[config.mk]
export PLATFORM = sky130hd
export DESIGN_NAME = icfg_dev_flat
export DESIGN_NICKNAME = d
export VERILOG_FILES = /design/src/icfg_pkg.sv /design/src/icfg_link_if.sv /design/src/icfg_dev.sv /design/src/flat_wrapper.sv
export SDC_FILE = /design/constraint.sdc
export NUM_CORES = 1
export LEC_CHECK = 0
export BUFFER_PORTS_ARGS = -buffer_cell sky130_fd_sc_hd__clkbuf_2
export CAP_MARGIN = 20
export CORE_UTILIZATION = 30
export DETAILED_ROUTE_END_ITERATION = 8
export SETUP_SLACK_MARGIN = 0.05
export SLEW_MARGIN = 20
export SYNTH_ARGS = -nofsm -noshare
export SYNTH_HDL_FRONTEND = slang
export SYNTH_SLANG_ARGS = --single-unit
[constraint.sdc]
create_clock -name core_clk_i -period 3.6 [get_ports core_clk_i]
set_input_delay 0.18 -clock core_clk_i [delete_from_list [all_inputs] [get_ports core_clk_i]]
set_output_delay 0.18 -clock core_clk_i [all_outputs]
set_load 0.02 [all_outputs]
[src/icfg_pkg.sv]
// Package for the inertial sensor configuration and command register block.
// Assumes both ends share one core clock and one synchronous reset.
package icfg_pkg;
  // ==========================================================================
  // Frame layout
  localparam int FRAME_W = 16;
  localparam int WR_BIT = 15;
  localparam int ADDR_HI = 14;
  localparam int ADDR_LO = 8;
  localparam int ADDR_W = 7;
  localparam int DATA_W = 8;
  // ==========================================================================
  // Register byte addresses (low and high byte of the 16-bit registers)
  localparam logic [6:0] ADDR_MISC_LO = 7'h60;
  localparam logic [6:0] ADDR_MISC_HI = 7'h61;
  localparam logic [6:0] ADDR_SCALE_LO = 7'h62;
  localparam logic [6:0] ADDR_SCALE_HI = 7'h63;
  localparam logic [6:0] ADDR_DEC_LO = 7'h64;
  localparam logic [6:0] ADDR_DEC_HI = 7'h65;
  localparam logic [6:0] ADDR_CMD_LO = 7'h68;
  localparam logic [6:0] ADDR_CMD_HI = 7'h69;
  localparam logic [6:0] ADDR_REV_LO = 7'h6C;
  localparam logic [6:0] ADDR_REV_HI = 7'h6D;
  localparam logic [6:0] ADDR_DIAG_LO = 7'h02;
  localparam logic [6:0] ADDR_FILT_LO = 7'h5C;
  // ==========================================================================
  // Reset values and field positions
  localparam logic [15:0] MISC_RST = 16'h00C1;
  localparam logic [15:0] SCALE_RST = 16'h07D0;
  localparam logic [15:0] DEC_RST = 16'h0000;
  localparam logic [15:0] FILT_RST = 16'h0000;
  localparam logic [10:0] DEC_MAX = 11'h7CF;
  localparam int DEC_W = 11;
  localparam int MISC_POP_BIT = 6;
  localparam int MISC_LACC_BIT = 7;
  localparam int MISC_SYNC_HI = 3;
  localparam int MISC_SYNC_LO = 2;
  localparam int CMD_RESET_BIT = 7;
  localparam int CMD_FTEST_BIT = 4;
  localparam int CMD_FSAVE_BIT = 3;
  localparam int CMD_STEST_BIT = 2;
  localparam int CMD_RESTORE_BIT = 1;
  localparam int DIAG_FSAVE_BIT = 2;
  localparam int DIAG_STEST_BIT = 5;
  localparam int DIAG_FTEST_BIT = 6;
  localparam logic [7:0] CMD_USED_MASK = 8'h9E;
  // ==========================================================================
  // Timing: internal sample clock 2 kHz, core clock 40 MHz
  localparam int CLK_HZ = 40000000;
  localparam int INT_RATE_HZ = 2000;
  localparam int TICK_CYC = CLK_HZ / INT_RATE_HZ;
  localparam int DEC_UPD_US = 30;
  localparam int DEC_UPD_CYC = (DEC_UPD_US * (CLK_HZ / 1000000));
  localparam int CMD_BUSY_CYC_DEF = 2000;
  localparam int DEC_UPD_DELAY = 8;
  // ==========================================================================
  typedef enum logic [1:0] {
    SYNC_INTERNAL = 2'b00,
    SYNC_DIRECT = 2'b01,
    SYNC_SCALED = 2'b10,
    SYNC_OUTPUT = 2'b11
  } icfg_sync_e;

  // Bit decode of a frame field
  function automatic logic [6:0] frame_addr(input logic [15:0] f);
    frame_addr = f[ADDR_HI:ADDR_LO];
  endfunction
endpackage

[src/icfg_link_if.sv]
// Interface joining the host frame engine and the sensor register block.
// Assumes a single core clock; frames are one-cycle valid/ready beats.
`timescale 1ns/1ps
interface icfg_link_if;
  logic frame_valid;
  logic frame_ready;
  logic [15:0] frame_data;
  logic [15:0] rd_data;
  logic rd_valid;
  logic sample_valid_strobe;
  logic sync_pin_in;
  logic sync_pin_out;
  logic sync_pin_oe_n;

  // Host side drives frames and the sync clock
  modport host (
    output frame_valid, frame_data, sync_pin_in,
    input frame_ready, rd_data, rd_valid, sample_valid_strobe, sync_pin_out, sync_pin_oe_n
  );
  // Device side answers frames
  modport dev (
    input frame_valid, frame_data, sync_pin_in,
    output frame_ready, rd_data, rd_valid, sample_valid_strobe, sync_pin_out, sync_pin_oe_n
  );
endinterface

[src/icfg_dev.sv]
// Device end: configuration and command register bank of the sensor module.
// Assumes frames arrive from the host end on the link interface.
// Functional notes
// - Misc bit 6 enables point-of-percussion alignment
// - Host clears bit 6 with two frames
// - Misc bit 7 enables gyro acceleration compensation
// - Sync scale register at 0x62, reset 0x07D0
// - Sync readback valid after next data-ready
// - Decimation 11 bits at 0x64, max 1999
// - Decimation readback updates within 30 us
// - Decimation averages samples and lengthens deltas
// - Internal rate is 2000 over decimation plus one
// - Scaled sync multiplies sync by scale factor
// - Direct sync uses multiplier of one
// - Command register 0x68 write-only, ones trigger
// - Command running halts data and interface
// - Command bit 7 performs software reset
// - Command bit 4 flash check sets diag 6
// - Command bit 3 backup, diag 2 outcome
// - Command bit 2 self test, diag 5
// - Command bit 1 restores factory defaults (code restores misc, decimation and filter, clears bias, but keeps scale)
// - Revision register 0x6C read-only BCD
// - Sync field selects clock source
`timescale 1ns/1ps
module icfg_dev #(
  parameter int CMD_BUSY_CYC = icfg_pkg::CMD_BUSY_CYC_DEF,
  parameter logic [15:0] FW_REV = 16'h0104, // Arbitrary value
  parameter int DEC_DELAY = icfg_pkg::DEC_UPD_DELAY
) (
  input wire logic core_clk_i,
  input wire logic sys_rst_i,
  input wire logic flash_crc_ok_i,
  input wire logic flash_save_ok_i,
  input wire logic self_test_ok_i,
  output logic [15:0] misc_ctrl_o,
  output logic [15:0] sync_multiplier_o,
  output logic [10:0] decimation_o,
  output logic [11:0] gyro_x_offset_low_o,
  output logic sample_tick_o,
  icfg_link_if.dev link
);
  import icfg_pkg::*;
  initial begin
    if (CMD_BUSY_CYC < 1 || DEC_DELAY < 1 || DEC_DELAY > DEC_UPD_CYC) begin
      $error("icfg_dev: bad parameter");
    end
  end

  typedef enum logic [1:0] {
    CM_IDLE = 2'b00,
    CM_RUN = 2'b01
  } icfg_cmd_e;

  typedef struct packed {
    logic [15:0] misc;
    logic [15:0] scale;
    logic [15:0] dec;
    logic [15:0] dec_pend;
    logic [15:0] dec_cnt;
    logic [15:0] filt;
    logic [15:0] diag;
    logic [11:0] bias_clr;
    logic [7:0] cmd;
    icfg_cmd_e cmd_st;
    logic [31:0] busy_cnt;
    logic [15:0] tick_cnt;
    logic [31:0] scaled_cnt;
    logic [10:0] div_cnt;
    logic sync_d;
    logic drdy;
    logic sync_stale;
    logic [15:0] rd_data;
    logic rd_valid;
    logic tick;
  } icfg_dev_s;
  icfg_dev_s st_r, st_nxt;

  // High byte address of the filter register
  localparam logic [6:0] ADDR_FILT_HI = ADDR_FILT_LO + 7'h01;

  // Register read decode, low byte from even address
  function automatic logic [15:0] reg_read(input icfg_dev_s s, input logic [6:0] a);
    unique case ({a[6:1], 1'b0})
      ADDR_MISC_LO: reg_read = s.misc;
      ADDR_SCALE_LO: reg_read = s.scale;
      ADDR_DEC_LO: reg_read = s.dec;
      ADDR_REV_LO: reg_read = FW_REV;
      ADDR_DIAG_LO: reg_read = s.diag;
      ADDR_FILT_LO: reg_read = s.filt;
      default: reg_read = 16'h0000; // Command register reads zero
    endcase
  endfunction

  // Frame handling, commands and the sample clock
  always_comb begin
    logic [6:0] a;
    logic [7:0] d;
    logic sync_edge;
    logic src_tick;
    logic stale_set;
    a = frame_addr(link.frame_data);
    d = link.frame_data[7:0];
    sync_edge = link.sync_pin_in && !st_r.sync_d;
    src_tick = 1'b0;
    stale_set = 1'b0;
    st_nxt = st_r;
    st_nxt.rd_valid = 1'b0;
    st_nxt.tick = 1'b0;
    st_nxt.bias_clr = '0;
    st_nxt.sync_d = link.sync_pin_in;
    // Pending decimation value lands in readback; a write below reloads the delay
    if (st_r.dec_cnt != 16'h0000) begin
      st_nxt.dec_cnt = st_r.dec_cnt - 16'h0001;
      if (st_r.dec_cnt == 16'h0001) begin
        st_nxt.dec = st_r.dec_pend;
      end
    end
    // Byte frames land at once, decimation only after DEC_DELAY cycles; interface accepted only when no command runs
    if (st_r.cmd_st == CM_IDLE && link.frame_valid) begin
      if (link.frame_data[WR_BIT]) begin
        unique case (a)
          ADDR_MISC_LO: begin
            st_nxt.misc[7:0] = d;
            if (d[MISC_SYNC_HI:MISC_SYNC_LO] != st_r.misc[MISC_SYNC_HI:MISC_SYNC_LO]) begin
              stale_set = 1'b1;
            end
          end
          ADDR_MISC_HI: st_nxt.misc[15:8] = d;
          ADDR_SCALE_LO: begin
            st_nxt.scale[7:0] = d;
            stale_set = 1'b1;
          end
          ADDR_SCALE_HI: begin
            st_nxt.scale[15:8] = d;
            stale_set = 1'b1;
          end
          ADDR_DEC_LO: begin
            st_nxt.dec_pend[7:0] = d;
            st_nxt.dec_cnt = 16'(DEC_DELAY);
          end
          ADDR_DEC_HI: begin
            st_nxt.dec_pend[15:8] = d;
            st_nxt.dec_cnt = 16'(DEC_DELAY);
          end
          ADDR_FILT_LO: st_nxt.filt[7:0] = d;
          ADDR_FILT_HI: st_nxt.filt[15:8] = d;
          ADDR_CMD_LO: begin
            st_nxt.cmd = d & CMD_USED_MASK;
            if ((d & CMD_USED_MASK) != 8'h00) begin
              st_nxt.cmd_st = CM_RUN;
              st_nxt.busy_cnt = 32'(CMD_BUSY_CYC);
            end
          end
          default: ; // Unmapped, revision and high command byte ignored
        endcase
        if (stale_set) begin
          st_nxt.sync_stale = 1'b1;
        end
      end else begin
        st_nxt.rd_data = (st_r.sync_stale && a[6:1] == ADDR_SCALE_LO[6:1]) ? 16'h0000 : reg_read(st_r, a);
        st_nxt.rd_valid = 1'b1;
      end
    end
    // Sample source by sync mode
    if (st_r.tick_cnt == 16'(TICK_CYC - 1)) begin
      st_nxt.tick_cnt = 16'h0000;
    end else begin
      st_nxt.tick_cnt = st_r.tick_cnt + 16'h0001;
    end
    unique case (icfg_sync_e'(st_r.misc[MISC_SYNC_HI:MISC_SYNC_LO]))
      SYNC_INTERNAL, SYNC_OUTPUT: src_tick = (st_r.tick_cnt == 16'(TICK_CYC - 1));
      SYNC_DIRECT: src_tick = sync_edge;
      SYNC_SCALED: begin
        // Scaled mode: scale factor ticks after each sync edge, one every 16 core clocks
        if (sync_edge) begin
          st_nxt.scaled_cnt = 32'(st_r.scale);
        end else if (st_r.scaled_cnt != 32'h0000_0000 && st_r.tick_cnt[3:0] == 4'h0) begin
          st_nxt.scaled_cnt = st_r.scaled_cnt - 32'h0000_0001;
          src_tick = 1'b1;
        end
      end
    endcase
    // Decimation divider; paused while a command runs
    if (src_tick && st_r.cmd_st == CM_IDLE) begin
      if (st_r.div_cnt >= st_r.dec[DEC_W-1:0] || st_r.div_cnt >= DEC_MAX) begin
        st_nxt.div_cnt = '0;
        st_nxt.tick = 1'b1;
        st_nxt.drdy = ~st_r.drdy;
        // A stale flag raised in this same cycle wins over the clear
        if (!stale_set) begin
          st_nxt.sync_stale = 1'b0;
        end
      end else begin
        st_nxt.div_cnt = st_r.div_cnt + 11'h001;
      end
    end
    // Command execution
    if (st_r.cmd_st == CM_RUN) begin
      if (st_r.busy_cnt > 32'h0000_0001) begin
        st_nxt.busy_cnt = st_r.busy_cnt - 32'h0000_0001;
      end else begin
        st_nxt.cmd_st = CM_IDLE;
        st_nxt.cmd = '0;
        if (st_r.cmd[CMD_FTEST_BIT]) st_nxt.diag[DIAG_FTEST_BIT] = !flash_crc_ok_i;
        if (st_r.cmd[CMD_FSAVE_BIT]) st_nxt.diag[DIAG_FSAVE_BIT] = !flash_save_ok_i;
        if (st_r.cmd[CMD_STEST_BIT]) st_nxt.diag[DIAG_STEST_BIT] = !self_test_ok_i;
        if (st_r.cmd[CMD_RESTORE_BIT]) begin
          st_nxt.misc = MISC_RST;
          st_nxt.dec = DEC_RST;
          st_nxt.dec_pend = DEC_RST;
          st_nxt.filt = FILT_RST;
          st_nxt.bias_clr = '1;
        end
      end
    end
    if (sys_rst_i || (st_r.cmd_st == CM_RUN && st_r.busy_cnt <= 32'h0000_0001 && st_r.cmd[CMD_RESET_BIT])) begin
      st_nxt = '0;
      st_nxt.misc = MISC_RST;
      st_nxt.scale = SCALE_RST;
      st_nxt.dec = DEC_RST;
      st_nxt.dec_pend = DEC_RST;
      st_nxt.filt = FILT_RST;
      st_nxt.cmd_st = CM_IDLE;
    end
  end

  // State register
  always_ff @(posedge core_clk_i) begin
    st_r <= st_nxt;
  end

  // Outputs; data-ready held while a command runs, output sync keeps running
  assign link.frame_ready = (st_r.cmd_st == CM_IDLE);
  assign link.rd_data = st_r.rd_data;
  assign link.rd_valid = st_r.rd_valid;
  assign link.sample_valid_strobe = st_r.drdy;
  assign link.sync_pin_out = (st_r.tick_cnt < 16'(TICK_CYC / 2));
  assign link.sync_pin_oe_n = !(st_r.misc[MISC_SYNC_HI:MISC_SYNC_LO] == SYNC_OUTPUT);
  assign misc_ctrl_o = st_r.misc;
  assign sync_multiplier_o = (st_r.misc[MISC_SYNC_HI:MISC_SYNC_LO] == SYNC_SCALED) ? st_r.scale : 16'h0001;
  assign decimation_o = st_r.dec[DEC_W-1:0];
  assign gyro_x_offset_low_o = st_r.bias_clr;
  assign sample_tick_o = st_r.tick;
endmodule

[src/flat_wrapper.sv]
// flat-port wrapper written by rule: the top's interface ports become plain ports
module icfg_dev_flat import icfg_pkg::*;
#(
  parameter int CMD_BUSY_CYC = icfg_pkg::CMD_BUSY_CYC_DEF,
  parameter logic [15:0] FW_REV = 16'h0104,                   
  parameter int DEC_DELAY = icfg_pkg::DEC_UPD_DELAY
)
  (core_clk_i, sys_rst_i, flash_crc_ok_i, flash_save_ok_i, self_test_ok_i, misc_ctrl_o, sync_multiplier_o, decimation_o, gyro_x_offset_low_o, sample_tick_o, link_frame_valid, link_frame_data, link_sync_pin_in, link_frame_ready, link_rd_data, link_rd_valid, link_sample_valid_strobe, link_sync_pin_out, link_sync_pin_oe_n);
  icfg_link_if link_i ();
  input wire logic core_clk_i;
  input wire logic sys_rst_i;
  input wire logic flash_crc_ok_i;
  input wire logic flash_save_ok_i;
  input wire logic self_test_ok_i;
  output logic [15:0] misc_ctrl_o;
  output logic [15:0] sync_multiplier_o;
  output logic [10:0] decimation_o;
  output logic [11:0] gyro_x_offset_low_o;
  output logic sample_tick_o;
  input wire logic [$bits(link_i.frame_valid)-1:0] link_frame_valid;
  input wire logic [$bits(link_i.frame_data)-1:0] link_frame_data;
  input wire logic [$bits(link_i.sync_pin_in)-1:0] link_sync_pin_in;
  output wire logic [$bits(link_i.frame_ready)-1:0] link_frame_ready;
  output wire logic [$bits(link_i.rd_data)-1:0] link_rd_data;
  output wire logic [$bits(link_i.rd_valid)-1:0] link_rd_valid;
  output wire logic [$bits(link_i.sample_valid_strobe)-1:0] link_sample_valid_strobe;
  output wire logic [$bits(link_i.sync_pin_out)-1:0] link_sync_pin_out;
  output wire logic [$bits(link_i.sync_pin_oe_n)-1:0] link_sync_pin_oe_n;
  assign link_i.frame_valid = link_frame_valid;
  assign link_i.frame_data = link_frame_data;
  assign link_i.sync_pin_in = link_sync_pin_in;
  assign link_frame_ready = link_i.frame_ready;
  assign link_rd_data = link_i.rd_data;
  assign link_rd_valid = link_i.rd_valid;
  assign link_sample_valid_strobe = link_i.sample_valid_strobe;
  assign link_sync_pin_out = link_i.sync_pin_out;
  assign link_sync_pin_oe_n = link_i.sync_pin_oe_n;
  icfg_dev #(.CMD_BUSY_CYC(CMD_BUSY_CYC), .FW_REV(FW_REV), .DEC_DELAY(DEC_DELAY)) u_core (.core_clk_i(core_clk_i), .sys_rst_i(sys_rst_i), .flash_crc_ok_i(flash_crc_ok_i), .flash_save_ok_i(flash_save_ok_i), .self_test_ok_i(self_test_ok_i), .misc_ctrl_o(misc_ctrl_o), .sync_multiplier_o(sync_multiplier_o), .decimation_o(decimation_o), .gyro_x_offset_low_o(gyro_x_offset_low_o), .sample_tick_o(sample_tick_o), .link(link_i));
endmodule
==> results_dict.tcl, run 1 <==
set metrics [dict create \
    hold_viol_final 0 \
    utilization 0.3537 \
    dr.pass1.iters 5 \
    core_sq_um 35910 \
    die_w_um 193.9 \
    cts_sinks 219 \
    ys_ff_latch 219 \
    cp_cell_sequence "or4_1, or4_1, nor3_2, buf_4, and2_1, a21o_2, buf_12, nor2_1" \
    overflow 0 \
    drc 0 \
    vias 9498 \
    die-area_sq_um 37580 \
    fin_skew_ns 0.01883 \
    nNetsFinal 1393 \
    synth_cell_types 69 \
    drtIter0Drc 665 \
    worstSetupStartpointType "flop" \
    worstSkewPairLatency_ns 0.53 \
    path_common_cell "or4_1" \
    grt_pass1_vias 8882 \
    synth_edf_count 0 \
    ys.flop_type "dfxtp_1" \
    worstMarginPinSlew_ns 0.9905 \
    cp-end-kind "flop" \
    place_inst 1774 \
    yosys_warnings 0 \
    crit_arrival_ns 3.49 \
    wire_per_inst_um 17.06 \
    start_util 0.3075 \
    grt_max_degree 65 \
    rsz0062_at_grt "no" \
    yosysSeqAreaShare 0.3970 \
    rows 69 \
    synth_area_leader_cell "dfxtp_1" \
    finalMaxSlewViolations 0 \
    antenna_left 0 \
    cts-buffers-inserted 26 \
    cp_top_family "simple AND/OR/NAND/NOR gates" \
    postCtsSetupRepairBufs 0 \
    fin_cells 1826 \
    n_antenna_cell 0 \
    syn_avg_cell_area_sq_um 8.385 \
    dpl.hpwl_um 22020 \
    root_buffer "clkbuf_16" \
    async_reset_ff_frac 0 \
    io_pins 100 \
    syn_nets 1364 \
    cpMaxStageDelayCell "or4_1" \
    drv_cap 0 \
    grt_pass1_wl_um 49380 \
    io_buffers 99 \
    clk_pin_slew_worst_paths_ns 0.06 \
    regArea_sq_um 4384 \
    ir_drop_v 0.0002766 \
    track_usage 0.1619 \
    antenna_found_initial 0 \
    status "finished clean" \
    multi_input_area_sq_um 5856 \
    synth_area_leaders "dfxtp_1 (40%), mux2i_1 (7.0%), nor2_1 (6.4%)" \
    cts_max_path_buffers 3 \
    crit_fanout 64 \
    critPathMaxStageDelay_ns 0.60 \
    finalPower_mw 6.301 \
    finalSetupViolations 0 \
    finalSetupTns_ns 0 \
    post-synth-top-count-cell "dfxtp_1" \
    dieHeight_um 193.9 \
    cts_resized 0 \
    cp_num_buf_inv 2 \
    cp.required_ns 4.01 \
    final.period_utilization 0.8553 \
    path_class "flop to flop" \
    drt-total-wl_um 31160 \
    fill_cells 3682 \
    globalplace.congestion 0.8368 \
    min_path_type "input pin to flop" \
    period_needed_ns 3.079 \
    fmax_ghz 0.3248 \
    powerDensity_nw_per_um2 496.0 \
    slew_headroom 0.3383 \
    synthCells 1317 \
    leakagePower_nw 5.009 \
    drive_above_1_share 0.1465 \
    cts_tree "done" \
    syn_area_sq_um 11040 \
    synthToLayoutAreaGrowth_pct 15.03 \
    synth_top_area_share 0.3970 \
    vias_per_cell 5.202 \
    htree_num_levels 1 \
    synthTopCellsByCount "dfxtp_1 (219), nor2_1 (189), nand2_1 (113)" \
]
power by group:
| group | total (mW) | internal [mW] | leakage, nW | switching (mW) |
|---|---|---|---|---|
| Combinational | 0.724 | 0.272 | 2.76 | 0.452 |
| Sequential | 2.58 | 2.51 | 1.77 | 0.0723 |
| Clock | 3.00 | 1.92 | 0.479 | 1.08 |
| Total | 6.30 | 4.70 | 5.01 | 1.60 |
flip-flops by register name, indices dropped and copies added, names as in the netlist:
name / flops
u_core.st_r: 172
u_core.link.rd_valid: 1
u_core.gyro_x_offset_low_o: 1
u_core.link.sample_valid_strobe: 1
u_core.decimation_o: 11
u_core.link.rd_data: 16
u_core.sample_tick_o: 1
u_core.misc_ctrl_o: 16
worst min-delay path, stage by stage:
cell and delay (ns):
clkbuf_2 0.20, nand3_1 0.11, nand3b_1 0.07
per-stage QoR:
step	worst slack, ns	cell area, sq um	hold slack, ns
2_1_floorplan	0.5684	11040	0.2516
3_3_place_gp	0.6242	11660	0.4158
3_5_place_dp	0.5782	11660	0.4214
4_1_cts	0.5633	12700	0.06507
5_1_grt	0.3226	12700	0.09265
6_report	0.5211	12700	0.08440
repair_timing:
action                                  in CTS  in global routing
endpoints found under the setup margin       0                  0
endpoints found under the hold margin        5                  0
hold buffers                                 5                  0
kinds of logic (layout without fill, tap and decap cells):
family	count (synthesis)	in the layout	synth area share
simple gates	557	557	0.2494
compound gates	231	231	0.1415
flops	219	219	0.3970
buf+inv	159	207	0.07433
mux	82	82	0.07489
xor+xnor	45	45	0.03569
fa+ha+maj	24	24	0.02719
worst paths after layout:
| kind | start | to | slack [ns] | depth (start not counted) |
|---|---|---|---|---|
| setup reg to reg | u_core.st_r[90] | u_core.st_r[187] | 0.52 | 8 |
| hold / removal | link_frame_data[6] | u_core.misc_ctrl_o[6] | 0.08 | 3 |
| setup / recovery | u_core.st_r[90] | u_core.st_r[187] | 0.52 | 8 |
| hold reg to reg | u_core.st_r[189] | u_core.decimation_o[7] | 0.46 | 2 |
layout make-up:
class	instances	share of cell area
clock inverter	13	0.01783
multi-input combinational	939	0.4609
inverter	28	0.008273
sequential	219	0.3451
clock buffer	34	0.05998
tap	461	0.04541
timing repair buffer	132	0.06244
layout by cell type, fill, tap and decap left out, types with 10 or more instances in the layout:
| cell | n |
|---|---|
| dfxtp_1 | 219 |
| o21a_1 | 13 |
| mux2i_1 | 77 |
| clkbuf_16 | 27 |
| nand3_1 | 39 |
| o31ai_1 | 13 |
| xnor2_1 | 20 |
| and2_1 | 23 |
| a22oi_1 | 22 |
| nand4_1 | 21 |
| and3_1 | 14 |
| nor2_1 | 189 |
| ha_1 | 24 |
| nand2_1 | 113 |
| a221o_1 | 14 |
| inv_1 | 28 |
| or4_1 | 15 |
| clkbuf_2 | 99 |
| nor4_1 | 21 |
| xor2_1 | 25 |
| o21ai_0 | 33 |
| buf_4 | 25 |
| nand2b_1 | 12 |
| or3_1 | 16 |
| nand3b_1 | 10 |
| nor3_1 | 41 |
| a21oi_1 | 74 |
routing by layer:
metal | wire [um] | global-route usage
met5 | 0 | 0
met1 | 14830 | 0.2258
met2 | 14160 | 0.2611
met3 | 1629 | 0.02644
met4 | 536 | 0.03527
(Power assumes the default switching activity.)
==> run 2: changes to the inputs <==
--- a/config.mk
+++ b/config.mk
@@ -8,6 +8,7 @@
 export BUFFER_PORTS_ARGS = -buffer_cell sky130_fd_sc_hd__clkbuf_2
 export CAP_MARGIN = 20
 export CORE_UTILIZATION = 30
+export CTS_BUF_LIST = sky130_fd_sc_hd__clkbuf_4 sky130_fd_sc_hd__clkbuf_8
 export DETAILED_ROUTE_END_ITERATION = 8
 export SETUP_SLACK_MARGIN = 0.05
 export SLEW_MARGIN = 20
==> results_dict.tcl, run 2 (synthesized netlist as in run 1, its figures left out) <==
set metrics [dict create \
    antenna_found_initial 0 \
    powerDensity_nw_per_um2 460.1 \
    io_pins 100 \
    cts_resized 0 \
    finalMaxSlewViolations 0 \
    globalplace.congestion 0.8368 \
    vias_per_cell 5.162 \
    finalSetupTns_ns 0 \
    crit_arrival_ns 3.48 \
    hold_viol_final 0 \
    n_antenna_cell 0 \
    crit_fanout 64 \
    cts_max_path_buffers 3 \
    pwr-share-clk 0.428 \
    fin_skew_ns 0.03911 \
    ir_drop_v 0.0002229 \
    worstSkewPairLatency_ns 0.57 \
    critPathMaxStageDelay_ns 0.60 \
    met1_usage 0.2235 \
    cts_tree "done" \
    layout_commonest_cell "dfxtp_1" \
    sequentialPowerShare 0.447 \
    min_path_type "input pin to flop" \
    cp_top_family "simple AND/OR/NAND/NOR gates" \
    htree_num_levels 2 \
    die_w_um 193.9 \
    nNetsFinal 1408 \
    path_common_cell "or4_1" \
    switching_power_mw 1.600 \
    dpl.hpwl_um 22020 \
    drive_above_1_share 0.1614 \
    largest_reg_flops 172 \
    worstSetupStartpointType "flop" \
    cp-end-kind "flop" \
    cp.required_ns 4.01 \
    met3_usage 0.03061 \
    design_area_sq_um 12560 \
    die-area_sq_um 37580 \
    grt_max_degree 65 \
    antenna_left 0 \
    synthToLayoutAreaGrowth_pct 13.70 \
    status "finished clean" \
    cp_cell_sequence "or4_1, or4_1, nor3_2, buf_4, and2_1, a21o_2, buf_12, a21oi_1" \
    busiest_layer "met2" \
    switching_share 0.2769 \
    drt-total-wl_um 31190 \
    fill_cells 3709 \
    regMostFlops "u_core.st_r" \
    drv_cap 0 \
    start_util 0.3075 \
    root_buffer "clkbuf_8" \
    wire_per_inst_um 16.87 \
    finalSetupViolations 0 \
    cts-buffers-inserted 41 \
    core_sq_um 35910 \
    leakagePower_nw 4.978 \
    final.period_utilization 0.8536 \
    pwr-share-comb 0.125 \
    drtIter0Drc 634 \
    period_needed_ns 3.073 \
    grt_pass1_vias 9028 \
    final_cell_mix "dfxtp_1 (219), nor2_1 (189), nand2_1 (113), clkbuf_2 (99), mux2i_1 (77)" \
    grt_pass1_wl_um 49660 \
    slew_headroom 0.3542 \
    rows 69 \
    overflow 0 \
    regArea_sq_um 4384 \
    r2r_slack_ns 0.53 \
    track_usage 0.1638 \
    dieHeight_um 193.9 \
    vias 9545 \
    drc 0 \
    met2_usage 0.2625 \
    placed_area_sq_um 11660 \
    cp_num_buf_inv 2 \
    path_class "flop to flop" \
    p_int_mw 4.178 \
    cpMaxStageDelayCell "or4_1" \
    rsz0062_at_grt "no" \
    io_buffers 99 \
    cts_sinks 219 \
    dr.pass1.iters 5 \
    fmax_ghz 0.3254 \
    worstMarginPinSlew_ns 0.9666 \
    multi_input_area_sq_um 5856 \
    clk_pin_slew_worst_paths_ns 0.06 \
]
## run 2: cell types whose count changed in the layout (fill, tap and decap cells not counted), sizes merged
cell | before | now
inv | 29 | 30
clkinvlp | 3 | 1
clkbuf | 133 | 163
bufinv | 6 | 0
## run 2: per-layer routing
layer  part of all wire  vias to the layer above
met4              0.018                        0
met2               0.45                      263
met5                  0                        -
met1               0.47                     4523
met3              0.055                       45
li1                   -                     4714
## run 2: final cells by class
type	count	share of cell area
multi-input cells	939	0.4664
flip-flops and latches	219	0.3492
repair buffers	132	0.06318
clock buffers	64	0.06268
well taps	461	0.04594
inverters	28	0.008371
clock inverters	6	0.004285
## run 2: worst paths after layout
kind	cells past startpoint	start	end
setup reg to reg	8	u_core.st_r[90]	u_core.decimation_o[3]
hold reg to reg	2	u_core.st_r[189]	u_core.decimation_o[7]
hold / removal	3	link_frame_data[6]	u_core.misc_ctrl_o[6]
setup / recovery	8	u_core.st_r[90]	u_core.decimation_o[3]
## run 2: repair_timing
item / CTS / global route
buffers inserted: 0 / 0
hold endpoints to repair: 5 / 0
hold buffers: 5 / 0
## run 2: power groups by stage
stage	registers (mW)	clock network [mW]	logic [mW]
6_report	2.58	2.48	0.721
2_1_floorplan	2.62	0	0.545
3_3_place_gp	2.63	0	0.700
5_1_grt	2.59	2.64	0.807
4_1_cts	2.58	2.54	0.719
3_5_place_dp	2.63	0	0.707
## run 2: stage by stage
| stage | setup slack (ns) | hold slack (ns) | std cells | utilization | power (mW) |
|---|---|---|---|---|---|
| after floorplan | 0.5684 | 0.2516 | 1317 | - | 3.162 |
| after global placement | 0.6242 | 0.4158 | 1774 | 0.3248 | 3.329 |
| after detailed placement | 0.5782 | 0.4214 | 1774 | 0.3248 | 3.340 |
| after CTS | 0.5619 | 0.02189 | 1849 | 0.3496 | 5.839 |
| after global routing | 0.3385 | 0.05441 | 1849 | 0.3496 | 6.039 |
| final | 0.5269 | 0.04599 | 1849 | 0.3496 | 5.777 |
## run 2: worst register-to-register path, stage by stage, from the launching register on
cell and delay, ns:
dfxtp_1 0.33, or4_1 0.60, or4_1 0.53, nor3_2 0.42, buf_4 0.21, and2_1 0.28, a21o_2 0.20, buf_12 0.27
a21oi_1 0.10
==> run 3: changes to the inputs <==
==> constraint.sdc (replaced) <==
create_clock -name core_clk_i -period 3.2 [get_ports core_clk_i]
set_input_delay 0.16 -clock core_clk_i [delete_from_list [all_inputs] [get_ports core_clk_i]]
set_output_delay 0.16 -clock core_clk_i [all_outputs]
set_load 0.02 [all_outputs]
==> results_dict.tcl, run 3 (synthesized netlist as in run 1, its figures left out) <==
set metrics [dict create \
    status "finished clean" \
    crit_fanout 8 \
    dp_slack_ns 0.2528 \
    postCtsSetupRepairBufs 0 \
    cts-buffers-inserted 40 \
    rr_startpoint "u_core.st_r[37]" \
    drive_above_1_share 0.1709 \
    regMostFlops "u_core.st_r" \
    globalplace.congestion 0.8647 \
    final_cell_mix "dfxtp_1 (219), nor2_1 (189), nand2_1 (113), clkbuf_2 (99), mux2i_1 (77)" \
    dr.pass1.iters 5 \
    fill_cells 3740 \
    switching_power_mw 1.778 \
    drc 0 \
    worstMarginPinSlew_ns 0.6986 \
    htree_num_levels 2 \
    grt_pass1_wl_um 49780 \
    holdWs_ns 0.06869 \
    sequentialPowerShare 0.445 \
    synthToLayoutAreaGrowth_pct 14.71 \
    wire_per_inst_um 16.76 \
    antenna_found_initial 0 \
    dpl.hpwl_um 22280 \
    ir_drop_v 0.0004106 \
    fmax_ghz 0.3383 \
    nNetsFinal 1422 \
    cts_max_path_buffers 3 \
    die-area_sq_um 37580 \
    finalMaxSlewViolations 0 \
    die_w_um 193.9 \
    path_class "flop to flop" \
    finalPower_mw 6.531 \
    pwr-share-comb 0.127 \
    finalSetupTns_ns 0 \
    fin_skew_ns 0.01796 \
    met1_usage 0.2238 \
    met3_usage 0.03201 \
    worst_slack_ns 0.2437 \
    grt_pass1_vias 9063 \
    overflow 0 \
    cts_resized 0 \
    start_util 0.3075 \
    io_pins 100 \
    crit_arrival_ns 3.38 \
    utilization 0.3527 \
    antenna_left 0 \
    hold_start "link_frame_data[5]" \
    hold_viol_final 0 \
    cp-end-kind "flop" \
    slew_headroom 0.5326 \
    drtIter0Drc 577 \
    met2_usage 0.2610 \
    layout_commonest_cell "dfxtp_1" \
    worstSetupStartpointType "flop" \
    crit_path_start "u_core.st_r[37]" \
    final.period_utilization 0.9238 \
    track_usage 0.1641 \
    busiest_layer "met2" \
    drv_cap 0 \
    n_antenna_cell 0 \
    vias 9661 \
    cts_sinks 219 \
    leakagePower_nw 5.058 \
    root_buffer "clkbuf_8" \
    rsz0062_at_grt "no" \
    period_needed_ns 2.956 \
    rows 69 \
    clk_pin_slew_worst_paths_ns 0.06 \
    drt-total-wl_um 31260 \
    p_int_mw 4.753 \
    finalSetupViolations 0 \
    cp.required_ns 3.62 \
    dieHeight_um 193.9 \
    pwr-share-clk 0.428 \
    io_buffers 99 \
    largest_reg_flops 172 \
    grt_max_degree 65 \
    worstSkewPairLatency_ns 0.55 \
    cts_tree "done" \
    vias_per_cell 5.180 \
    switching_share 0.2722 \
    powerDensity_nw_per_um2 515.6 \
    min_path_type "input pin to flop" \
    core_sq_um 35910 \
]
==> run 3: worst paths after layout <==
kind	slack, ns	depth (start not counted)	end
setup reg to reg	0.24	6	u_core.st_r[61]
hold / removal	0.07	3	u_core.misc_ctrl_o[5]
hold reg to reg	0.45	2	u_core.st_r[211]
setup / recovery	0.24	6	u_core.st_r[61]
==> run 3: routing by layer <==
metal / up-vias / wire length (um)
li1: 4743 / -
met1: 4630 / 14850
met2: 241 / 14160
met3: 47 / 1635
met4: 0 / 612
met5: - / 0
==> run 3: through the flow <==
stage,cells,area [sq um]
6_report,1865,12670
5_1_grt,1865,12670
4_1_cts,1865,12670
3_5_place_dp,1789,11780
3_3_place_gp,1789,11780
2_1_floorplan,1317,11040
==> run 3: layout make-up <==
type                            instances  area (sq um)  share of cell area
Sequential cell                       219          4384              0.3461
Timing Repair Buffer                  147         905.9             0.07151
Tap cell                              461         576.8             0.04554
Inverter                               28         105.1            0.008297
Clock buffer                           61         758.2             0.05986
Clock inverter                         10         81.33            0.006420
Multi-Input combinational cell        939          5856              0.4623
==> run 3: repair_timing <==
item	4_1_cts	5_1_grt
hold buffers	5	0
hold endpoints to repair	5	0
endpoints found under the setup margin	0	0
==> run 3: worst max-delay path, cell delays in order, from the launching register on <==
cell	delay, ns
dfxtp_1	0.33
or3_1	0.45
or4b_4	0.60
or4b_4	0.56
or3b_4	0.44
o31a_1	0.25
o221a_1	0.20
==> run 3: power by group through the flow <==
| stage | Sequential, mW | Clock (mW) | Combinational, mW |
|---|---|---|---|
| global route | 2.92 | 3.00 | 0.945 |
| CTS | 2.90 | 2.87 | 0.841 |
| detailed placement | 2.96 | 0 | 0.828 |
| floorplan | 2.94 | 0 | 0.613 |
| global placement | 2.96 | 0 | 0.818 |
| finish | 2.91 | 2.79 | 0.833 |
